$ cat config.mk
export PLATFORM = sky130hd
export DESIGN_NAME = ipi_top
export DESIGN_NICKNAME = d
export VERILOG_FILES = /design/src/verilog/ipi_pkg.sv /design/src/verilog/ipi_sync_if.sv /design/src/verilog/ipi_sync.sv /design/src/verilog/ipi_top.sv
export SDC_FILE = /design/constraint.sdc
export NUM_CORES = 1
export LEC_CHECK = 0
export ABC_AREA = 1
export BUFFER_PORTS_ARGS = -buffer_cell sky130_fd_sc_hd__buf_2
export CORE_MARGIN = 2
export CORE_UTILIZATION = 30
export DETAILED_ROUTE_END_ITERATION = 6
export SLEW_MARGIN = 20
export SYNTH_ARGS = -nofsm -noshare
export SYNTH_HDL_FRONTEND = slang
export SYNTH_SLANG_ARGS = --single-unit
$ cat constraint.sdc
create_clock -name clk -period 2.16 [get_ports clk]
set_clock_uncertainty 0.15 [all_clocks]
set_input_delay 0.216 -clock clk [delete_from_list [all_inputs] [get_ports clk]]
set_output_delay 0.216 -clock clk [all_outputs]
set_load 0.01 [all_outputs]
$ cat src/verilog/ipi_pkg.sv
/*
 * constants and types shared by the interrupt pin interface.
 * assumes a single 50 MHz clock and an asynchronous active-low reset.
 */
// Operation
// requests synchronized, edge or level triggered
// requester holds line until serviced
// unmasked request vectors to its table entry
// cascade on input zero: pin two acknowledges
// acknowledge outputs fetch type from system
// requesting peripheral supplies type on acknowledge
// cascade on input one: pin three acknowledges
// slave mode: pin three is request output
// slave select marks type on bus
// master requests on input zero first
// rising nmi edge, top priority, unmasked
// nmi service starts at instruction boundary
// nmi held high one clock period
// nmi has no pending flag, can preempt
// taking any interrupt clears enable flag
// maskable priority ignores nmi in service
// data strobe asserted during acknowledge cycle
// per-input trigger, mask and mode controls
package ipi_pkg;
    localparam int NUM_REQ = 5;
    localparam logic [7:0] NMI_TYPE = 8'h02;
    localparam logic [7:0] REQ_TYPE_BASE = 8'h0c;
    localparam int TYPE_W = 8;
    // acknowledge cycle length in clocks
    localparam logic [1:0] ACK_CYCLES = 2'h2;

    typedef enum logic [1:0] {IPI_NORMAL, IPI_CASCADE, IPI_SLAVE} ipi_mode_t;
    typedef enum {IPI_IDLE, IPI_ACK, IPI_WAIT_SEL, IPI_TAKE} ipi_state_t;
endpackage : ipi_pkg

$ cat src/verilog/ipi_sync_if.sv
/*
 * carrier between the top and its synchronizer.
 * assumes both ends share one clock.
 */
interface ipi_sync_if #(parameter int W = 7);
    logic [W-1:0] raw;
    logic [W-1:0] sync;
    modport top (output raw, input sync);
    modport syn (input raw, output sync);
endinterface : ipi_sync_if

$ cat src/verilog/ipi_sync.sv
/*
 * two-flop synchronizer bank for asynchronous pins.
 * assumes inputs may change at any time.
 */
module ipi_sync #(
    parameter int W = 7
) (
    input wire logic clk,
    input wire logic nrst,
    ipi_sync_if.syn bus
);
    typedef struct packed {
        logic [W-1:0] meta;
        logic [W-1:0] sync;
    } ipi_sync_st_t;
    ipi_sync_st_t r;
    ipi_sync_st_t next_r;

    // first stage feeds only the second
    always_comb
    begin
        next_r.meta = bus.raw;
        next_r.sync = r.meta;
    end

    always_ff @(posedge clk or negedge nrst)
    begin
        if (!nrst)
            r <= '0;
        else
            r <= next_r;
    end

    assign bus.sync = r.sync;
endmodule : ipi_sync

$ cat src/verilog/ipi_top.sv
/*
 * interrupt pin interface: five maskable requests, one nmi, normal,
 * cascade and slave arrangements, vector type output to the core.
 * assumes the core pulses instr_boundary and re-enables via if_set.
 * ad_in is taken unsynchronized: it must stand while select or ack is low.
 */
module ipi_top
    import ipi_pkg::*;
(
    input wire logic clk,
    input wire logic nrst,
    input wire logic [4:0] request_pin_in,
    input wire logic nmi_pin,
    input wire logic slave_select_n,
    input wire logic [7:0] ad_in,
    input wire logic [4:0] level_trigger,
    input wire logic [4:0] req_mask,
    input wire logic [1:0] mode_sel,
    input wire logic [1:0] cascade_en,
    input wire logic instr_boundary,
    input wire logic if_set,
    input wire logic [4:0] service_done,
    output logic cascade_ack_0_n,
    output logic cascade_ack_1_n,
    output logic pin2_oe_n,
    output logic pin3_oe_n,
    output logic slave_irq,
    output logic data_enable_n,
    output logic int_take,
    output logic [7:0] int_type,
    output logic int_enable,
    output logic [4:0] pending
);
    typedef struct packed {
        ipi_state_t st;
        logic [4:0] prev;
        logic [4:0] pend;
        logic nmi_prev;
        logic nmi_req;
        logic ie;
        logic [2:0] src;
        logic [1:0] cnt;
        logic ack0_n;
        logic ack1_n;
        logic irq;
        logic den_n;
        logic take;
        logic [7:0] ty;
        logic oe2_n;
        logic oe3_n;
    } ipi_st_t;
    ipi_st_t r;
    ipi_st_t next_r;
    ipi_sync_if #(.W(7)) sif ();
    logic [4:0] req_s;
    logic nmi_s;
    logic sel_n_s;
    logic [4:0] live;
    logic casc0;
    logic casc1;
    logic slave;

    // the synchronizer bank and the pin ports are cut for five requests
    if (NUM_REQ != 5)
    begin : g_bad_count
        $error("ipi_top serves exactly five request inputs");
    end

    // every pin input except ad_in passes two flops before use
    assign sif.raw = {slave_select_n, nmi_pin, request_pin_in};
    ipi_sync #(.W(7)) u_sync (.clk(clk), .nrst(nrst), .bus(sif.syn));
    assign req_s = sif.sync[4:0];
    assign nmi_s = sif.sync[5];
    assign sel_n_s = sif.sync[6];

    // pin-function decode
    assign slave = (ipi_mode_t'(mode_sel) == IPI_SLAVE);
    assign casc0 = (ipi_mode_t'(mode_sel) == IPI_CASCADE) && cascade_en[0];
    assign casc1 = (ipi_mode_t'(mode_sel) == IPI_CASCADE) && cascade_en[1];

    // lowest-numbered unmasked pending request wins
    function automatic logic [2:0] pick(input logic [4:0] p);
        pick = 3'h7;
        for (int i = NUM_REQ - 1; i >= 0; i--)
            if (p[i])
                pick = i[2:0];
    endfunction : pick

    // one next-state image of the whole block
    always_comb
    begin
        next_r = r;
        next_r.take = 1'b0;
        next_r.prev = req_s;
        next_r.nmi_prev = nmi_s;
        next_r.oe2_n = !casc0;
        next_r.oe3_n = !(casc1 || slave);
        live = req_s;
        // pins turned into outputs no longer request
        if (casc0)
            live[2] = 1'b0;
        if (casc1 || slave)
            live[3] = 1'b0;
        // edge or level capture; set beats service clear
        for (int i = 0; i < NUM_REQ; i++)
        begin
            if (service_done[i])
                next_r.pend[i] = 1'b0;
            if (level_trigger[i] ? live[i] : (live[i] && !r.prev[i]))
                next_r.pend[i] = 1'b1;
            if (level_trigger[i] && !live[i])
                next_r.pend[i] = 1'b0;
        end
        // nmi latched on rising edge, no mask, no pending flag
        if (nmi_s && !r.nmi_prev)
            next_r.nmi_req = 1'b1;
        if (if_set)
            next_r.ie = 1'b1;
        case (r.st)
            IPI_IDLE:
            begin
                // nothing starts off a boundary; a take pulse is never stretched
                if (r.nmi_req && instr_boundary && !r.take)
                begin
                    // nmi preempts regardless of ie or service in progress
                    // a fresh edge in this same cycle stays latched for later
                    next_r.nmi_req = nmi_s && !r.nmi_prev;
                    next_r.ty = NMI_TYPE;
                    next_r.take = 1'b1;
                    next_r.ie = 1'b0;
                end
                else if (r.ie && instr_boundary && |(r.pend & ~req_mask))
                begin
                    // nmi service state is never consulted here
                    next_r.src = pick(r.pend & ~req_mask);
                    if (slave)
                    begin
                        next_r.irq = 1'b1;
                        next_r.st = IPI_WAIT_SEL;
                    end
                    else if ((pick(r.pend & ~req_mask) == 3'h0 && casc0) ||
                             (pick(r.pend & ~req_mask) == 3'h1 && casc1))
                    begin
                        next_r.ack0_n = !(pick(r.pend & ~req_mask) == 3'h0);
                        next_r.ack1_n = !(pick(r.pend & ~req_mask) == 3'h1);
                        next_r.den_n = 1'b0;
                        next_r.cnt = ACK_CYCLES;
                        next_r.st = IPI_ACK;
                    end
                    else
                    begin
                        next_r.ty = REQ_TYPE_BASE + {5'h00, pick(r.pend & ~req_mask)};
                        next_r.st = IPI_TAKE;
                    end
                end
            end
            IPI_ACK:
            begin
                // peripheral drives type during the acknowledge
                next_r.cnt = r.cnt - 2'h1;
                if (r.cnt == 2'h1)
                begin
                    next_r.ty = ad_in;
                    next_r.ack0_n = 1'b1;
                    next_r.ack1_n = 1'b1;
                    next_r.den_n = 1'b1;
                    next_r.st = IPI_TAKE;
                end
            end
            IPI_WAIT_SEL:
            begin
                // master has the type on the bus once select falls
                // select has crossed two flops, so the bus is settled by now
                if (!sel_n_s)
                begin
                    next_r.ty = ad_in;
                    next_r.irq = 1'b0;
                    next_r.st = IPI_TAKE;
                end
            end
            IPI_TAKE:
            begin
                // pulse and enable clear land on the same edge
                next_r.take = 1'b1;
                next_r.ie = 1'b0;
                next_r.st = IPI_IDLE;
            end
            default:
                next_r.st = IPI_IDLE;
        endcase
    end

    // active-low outputs idle high through reset
    always_ff @(posedge clk or negedge nrst)
    begin
        if (!nrst)
        begin
            r <= '0;
            r.st <= IPI_IDLE;
            r.ack0_n <= 1'b1;
            r.ack1_n <= 1'b1;
            r.den_n <= 1'b1;
            r.oe2_n <= 1'b1;
            r.oe3_n <= 1'b1;
        end
        else
            r <= next_r;
    end

    // every output straight from the state register
    assign cascade_ack_0_n = r.ack0_n;
    assign cascade_ack_1_n = r.ack1_n;
    assign pin2_oe_n = r.oe2_n;
    assign pin3_oe_n = r.oe3_n;
    assign slave_irq = r.irq;
    assign data_enable_n = r.den_n;
    assign int_take = r.take;
    assign int_type = r.ty;
    assign int_enable = r.ie;
    assign pending = r.pend;
endmodule : ipi_top

==> results of run 1 <==
==> flip-flops by register name (all words and copies together) (netlist names) <==
name	cells
cascade_ack_0_n	1
cascade_ack_1_n	1
data_enable_n	1
int_enable	1
int_take	1
int_type	8
pending	5
pin2_oe_n	1
pin3_oe_n	1
r	11
slave_irq	1
u_sync.bus.sync	7
u_sync.next_r	7
==> power groups by stage <==
stage	logic (mW)	registers (mW)	clock network, mW
CTS	1.52	1.20	0.518
global placement	1.47	1.21	0
detailed placement	1.49	1.21	0
global route	1.75	1.23	0.553
floorplan	1.18	1.22	0
finish	1.50	1.20	0.493
==> repair_timing <==
item                      in CTS  in global routing
hold endpoints to repair      53                  0
hold buffers                  15                  0
setup buffers                  0                  0
==> routing by layer <==
layer,track usage (%),wire length [um]
met5,0,0
met4,5.97,94
met3,3.14,174
met2,22.0,2120
met1,14.1,2000
==> Yosys cell counts (all sizes together) <==
library cell,n
nand2,81
dfrtp,41
nor3,1
inv,38
o22a,1
ha,6
nand4,13
o21ai,11
o211ai,1
o31ai,2
a21oi,3
nor2,17
dfstp,5
clkinv,2
nand3,10
o21a,1
or2,1
buf,15
==> logic make-up (layout without fill, tap and decap cells) <==
| kind of cell | after synthesis | after routing | share of synthesized area (%) |
|---|---|---|---|
| AND/OR/NAND/NOR | 123 | 123 | 26.3 |
| buffers and inverters | 55 | 122 | 11.9 |
| flip-flops | 46 | 46 | 52.7 |
| AO/OA/AOI/OAI | 19 | 19 | 5.64 |
| adder cells (fa/ha/maj) | 6 | 6 | 3.42 |
==> layout make-up <==
type | count | area share, %
clock buffers | 8 | 2.93
inverters | 40 | 5.49
multi-input cells | 148 | 28.4
flip-flops and latches | 46 | 42.3
well taps | 99 | 4.53
repair buffers | 74 | 16.4
==> per-stage QoR <==
| stage | setup slack (ps) | hold WS (ps) | cell area [um^2] |
|---|---|---|---|
| floorplan | 435 | -230 | 2190 |
| detailed placement | 258 | 175 | 2510 |
| global route | 44.3 | 21.2 | 2740 |
| CTS | 228 | 2.78 | 2740 |
| finish | 243 | 15.3 | 2740 |
| global placement | 295 | 174 | 2510 |
==> path summary, 6_finish.rpt <==
kind	end	cells past startpoint	start	slack [ps]
max in group asynchronous	pin3_oe_n$_DFF_PN1_	3	nrst	1100
min in group asynchronous	u_sync.next_r[6]$_DFF_PN0_	3	nrst	370
max reg2reg	int_type[5]$_DFFE_PN0P_	8	r[33]$_DFFE_PN0P_	240
max	int_type[5]$_DFFE_PN0P_	8	r[33]$_DFFE_PN0P_	240
min reg2reg	u_sync.bus.sync[5]$_DFF_PN0_	0	u_sync.next_r[5]$_DFF_PN0_	200
min	pending[2]$_DFFE_PN0P_	4	level_trigger[2]	20
==> worst max-delay path, cell delays in order (launching register included) <==
cell     delay [ps]
dfrtp_1         430
inv_1           100
ha_1            410
inv_2            80
nor2_1          280
a21oi_4         150
nand3_4         140
nand2_1          70
nand2_1          60
==> metrics.md, run 1 <==
| Metric | Value |
|---|---|
| Post-Syn Area per Cell | 8.81 um^2 |
| Relative slew margins | 62.6% |
| PnR Total Power | 3.19 mW |
| Core area | 7180 um^2 |
| Full die area | 8020 um^2 |
| Hold WC Path Type | in -> reg |
| Post-synth top area share | 46.8% |
| Reg area | 1160 um^2 |
| Count of final setup violators | 0 |
| CTS clk-pin slew, worst paths | 80 ps |
| CTS root buffer | clkbuf_8 |
| Fillcell total | 749 |
| Initial antenna violation count | 0 |
| Crit. End Element | flip-flop |
| Initial DRT Pass Iterations | 6 |
| Most common cell after layout, fill and taps aside | nand2_1 |
| PwrDens | 1160 nW/um^2 |
| Worst-Margin Slew | 561 ps |
| Syn-to-layout area delta | 24.7% |
| Slew Viols, Final | 0 |
| IO buf count | 58 |
| Seq/Total Area, Yosys | 52.7% |
| Sequential power share | 37.5% |
| Clock Path Buffers | 2 |
| Die Y-Extent | 89.5 um |
| Synth Instances | 249 |
| Num Clock Sinks | 46 |
| P_sw | 1.32 mW |
| Crit path max fanout | 9 |
| Fraction of layout cells with a size suffix above 1 | 30.1% |
| Global-route wire length before repair | 7650 um |
| Critical path type | reg -> reg |
| Synth unique cells | 29 |
| Setup TNS | 0 ps |
| CP Data Arrival Time | 2000 ps |
| Fmax | 522 MHz |
| Clock buffer count from CTS | 5 |
| Via Count | 1743 |
| Most frequent cells in the layout | nand2_1, buf_2, dfrtp_1, inv_1, dlygate4sd3_1 |
| Max Cap Violations | 0 |
| Ranking of synthesized cells by area | dfrtp_1, nand2_1, dfstp_2, buf_4, inv_1 |
| Vias/cell | 4.20 |
| Finished Core Util | 38.1% |
| RSZ-0062 raised after global routing | false |
| Row count | 31 |
| CP Launch Type | flip-flop |
| Cell Area, Synth | 2190 um^2 |
| Initial DRC count | 70 |
| Largest net degree at the start of global routing | 47 |
| Yosys top cell by area | dfrtp_1 |
| Logic pwr share | 47.0% |
| Per-cell routed wire length | 10.6 um |
| Die width | 89.5 um |
| DRC viols | 0 |
| Later-pin clock latency in the skew report | 290 ps |
| Global placement routability congestion | 0.906 |
| Warnings from Yosys | 0 |
| Total gr overflow | 0 |
| Net switching fraction of the power | 41.4% |
| Antenna-violating nets left | 0 |
| Pint | 1.87 mW |
| LEAKAGE | 1.48 nW |
| Final worst-path cycle share | 88.8% |
| # IOs | 59 |
| Initial Util | 30.6% |
| # H-tree levels | 2 |
| Number of inserted diodes | 0 |
| Non-Filler Instances | 415 |
| Total global-route track usage | 12.5% |
| Area of the multi-input gates | 777 um^2 |
| Post-Syn Nets | 293 |
| Count of final hold-check violations | 0 |
| Vias in the first global route | 1850 |
| CTS tree | yes |
| Total Routed Length | 4390 um |
| # nets final | 359 |
| Post-detail-place hpwl | 3410 um |
| CTS resizes | 0 |
| Seq cells post-synth | 46 |
| Placed insts | 392 |
| Worst Path Required | 2240 ps |
| Maximum vdd drop | 0.000433 V |
| Clock power share | 15.5% |
| Run status | completed |
| Min cycle time layout | 1920 ps |
(Power assumes the default switching activity.)
==> inputs of run 2 (changes only) <==
--- a/config.mk
+++ b/config.mk
@@ -10,6 +10,7 @@
 export CORE_MARGIN = 2
 export CORE_UTILIZATION = 30
 export DETAILED_ROUTE_END_ITERATION = 6
+export GPL_TIMING_DRIVEN = 0
 export SLEW_MARGIN = 20
 export SYNTH_ARGS = -nofsm -noshare
 export SYNTH_HDL_FRONTEND = slang
==> metrics.md, run 2 (synthesized netlist as in run 1, its figures left out) <==
| Metric | Value |
|---|---|
| Total global-route track usage | 12.8% (was 12.5%) |
| Post-detail-place hpwl | 3490 um (was 3410 um) |
| Fillcell total | 736 (was 749) |
| CTS resizes | 0 (unchanged) |
| Largest Register | r (unchanged) |
| Full die area | 8020 um^2 (unchanged) |
| Per-cell routed wire length | 10.6 um (about the same) |
| Initial Util | 30.6% (unchanged) |
| Syn-to-layout area delta | 30.8% (was 24.7%) |
| Fmax | 510 MHz (was 522 MHz) |
| Slew Viols, Final | 0 (unchanged) |
| Worst Path Required | 2200 ps (was 2240 ps) |
| Post-CTS Setup Bufs | 0 (unchanged) |
| Most common cell after layout, fill and taps aside | nand2_1 (unchanged) |
| Total gr overflow | 0 (unchanged) |
| Total Routed Length | 4570 um (was 4390 um) |
| Count of final setup violators | 0 (unchanged) |
| CTS tree | yes (unchanged) |
| Gr busiest metal | met2 (unchanged) |
| Sequential power share | 34.7% (was 37.5%) |
| Vias in the first global route | 1841 (was 1850) |
| CTS root buffer | clkbuf_8 (unchanged) |
| Net switching fraction of the power | 39.6% (was 41.4%) |
| Die Y-Extent | 89.5 um (unchanged) |
| Largest net degree at the start of global routing | 47 (unchanged) |
| Largest register FFs | 11 (unchanged) |
| Fraction of layout cells with a size suffix above 1 | 33.6% (was 30.1%) |
| CP Launch Type | flip-flop (unchanged) |
| Later-pin clock latency in the skew report | 300 ps (was 290 ps) |
| Met3 capacity usage during global routing | 4.34% (was 3.14%) |
| Core area | 7180 um^2 (unchanged) |
| CTS clk-pin slew, worst paths | 80 ps (about the same) |
| Count of final hold-check violations | 0 (unchanged) |
| Pre-CTS setup slack | 209 ps (was 258 ps) |
| Met1 Use GR | 14.6% (was 14.1%) |
| Via Count | 1749 (was 1743) |
| Global-route wire length before repair | 7820 um (was 7650 um) |
| Clock buffer count from CTS | 5 (unchanged) |
| Global placement routability congestion | 0.830 (was 0.906) |
| Antenna-violating nets left | 0 (unchanged) |
| PnR Total Power | 3.43 mW (was 3.19 mW) |
| Initial DRT Pass Iterations | 4 (was 6) |
| Critical path type | reg -> reg (unchanged) |
| # nets final | 373 (was 359) |
| Worst-Margin Slew | 583 ps (was 561 ps) |
| PwrDens | 1200 nW/um^2 (was 1160 nW/um^2) |
| Die width | 89.5 um (unchanged) |
| # IOs | 59 (unchanged) |
| Final worst-path cycle share | 90.8% (was 88.8%) |
| Vias/cell | 4.08 (was 4.20) |
| # H-tree levels | 2 (unchanged) |
| DRC viols | 0 (unchanged) |
| LEAKAGE | 1.57 nW (was 1.48 nW) |
| Clock Path Buffers | 2 (unchanged) |
| Initial antenna violation count | 0 (unchanged) |
| Initial DRC count | 51 (was 70) |
| Pint | 2.07 mW (was 1.87 mW) |
| Logic pwr share | 47.0% (about the same) |
| Setup TNS | 0 ps (unchanged) |
| GRT met2 Usage | 22.4% (was 22.0%) |
| RSZ-0062 raised after global routing | false (unchanged) |
| Clock power share | 18.3% (was 15.5%) |
| CP Data Arrival Time | 2000 ps (about the same) |
| Number of inserted diodes | 0 (unchanged) |
| Hold WC Path Type | in -> reg (unchanged) |
| Crit path max fanout | 9 (unchanged) |
| Crit. End Element | flip-flop (unchanged) |
| Num Clock Sinks | 46 (unchanged) |
| IO buf count | 58 (unchanged) |
| Max Cap Violations | 0 (unchanged) |
| Min cycle time layout | 1960 ps (was 1920 ps) |
| Row count | 31 (unchanged) |
| Run status | completed (unchanged) |
| Maximum vdd drop | 0.000390 V (was 0.000433 V) |
| Most frequent cells in the layout | nand2_1, buf_2, dfrtp_1, inv_1 (was nand2_1, buf_2, dfrtp_1, inv_1, dlygate4sd3_1) |
| P_sw | 1.36 mW (was 1.32 mW) |
| Relative slew margins | 61.1% (was 62.6%) |
| Final WS setup | 199 ps (was 243 ps) |
## run 2: cell types whose count changed in the layout (fill, tap and decap cells not counted), sizes merged
cell      change
clkinvlp      +1
clkbuf        -2
buf          +14
bufinv        +1
## run 2: power by group through the flow
stage | combinational (mW) | sequential (mW) | clock (mW)
after floorplan | 1.18 | 1.22 | 0
after global placement | 1.57 | 1.21 | 0
after detailed placement | 1.61 | 1.21 | 0
after CTS | 1.64 | 1.20 | 0.656
after global routing | 1.86 | 1.22 | 0.694
final | 1.61 | 1.19 | 0.628
## run 2: layout make-up
cell class	instances	area, um^2	area share (%)
Inverter	40	150	5.23
Clock buffer	6	72.6	2.53
Sequential cell	46	1160	40.3
Multi-Input combinational cell	148	777	27.1
Timing Repair Buffer	73	443	15.4
Tap cell	99	124	4.31
Clock inverter	2	37.5	1.31
Buffer	15	110	3.83
## run 2: path summary, 6_finish.rpt
path,startpoint,to,slack (ps),cells past startpoint
worst max-delay path,r[34]$_DFFE_PN0P_,int_type[4]$_DFFE_PN0P_,200,10
worst min register to register,u_sync.next_r[5]$_DFF_PN0_,u_sync.bus.sync[5]$_DFF_PN0_,200,0
max in group asynchronous,nrst,r[31]$_DFF_PN0_,1170,2
worst min-delay path,service_done[1],pending[1]$_DFFE_PN0P_,10,4
min in group asynchronous,nrst,u_sync.next_r[6]$_DFF_PN0_,310,2
worst max register to register,r[34]$_DFFE_PN0P_,int_type[4]$_DFFE_PN0P_,200,10
## run 2: worst max-delay path: stages (launching register included)
cell and delay, ps:
dfrtp_1 420, inv_1 80, ha_1 220, inv_2 100, nor2_2 50, a21oi_2 160, nand2_2 90, a21oi_4 270
nand3_4 170, nand2_1 90, nand2_1 50
## run 2: what timing repair did
item	in CTS	in global routing
endpoints found under the hold margin	49	0
endpoints found under the setup margin	0	0
hold buffers	15	0
## run 2: stage by stage
stage	cell area (um^2)	cells	hold slack, ps	utilization [%]
6_report	2870	429	11.4	40.0
4_1_cts	2870	429	3.80	40.0
3_3_place_gp	2610	406	174	36.4
3_5_place_dp	2610	406	175	36.4
5_1_grt	2870	429	18.7	40.0
2_1_floorplan	2190	249	-230	-
## run 2: layer usage
| metal | part of all wire, % | wire length (um) | up-vias |
|---|---|---|---|
| met5 | 0 | 0 | - |
| met4 | 1.3 | 59 | 0 |
| met3 | 5.8 | 266 | 5 |
| met2 | 49 | 2240 | 38 |
| met1 | 44 | 2000 | 786 |
| li1 | - | - | 920 |
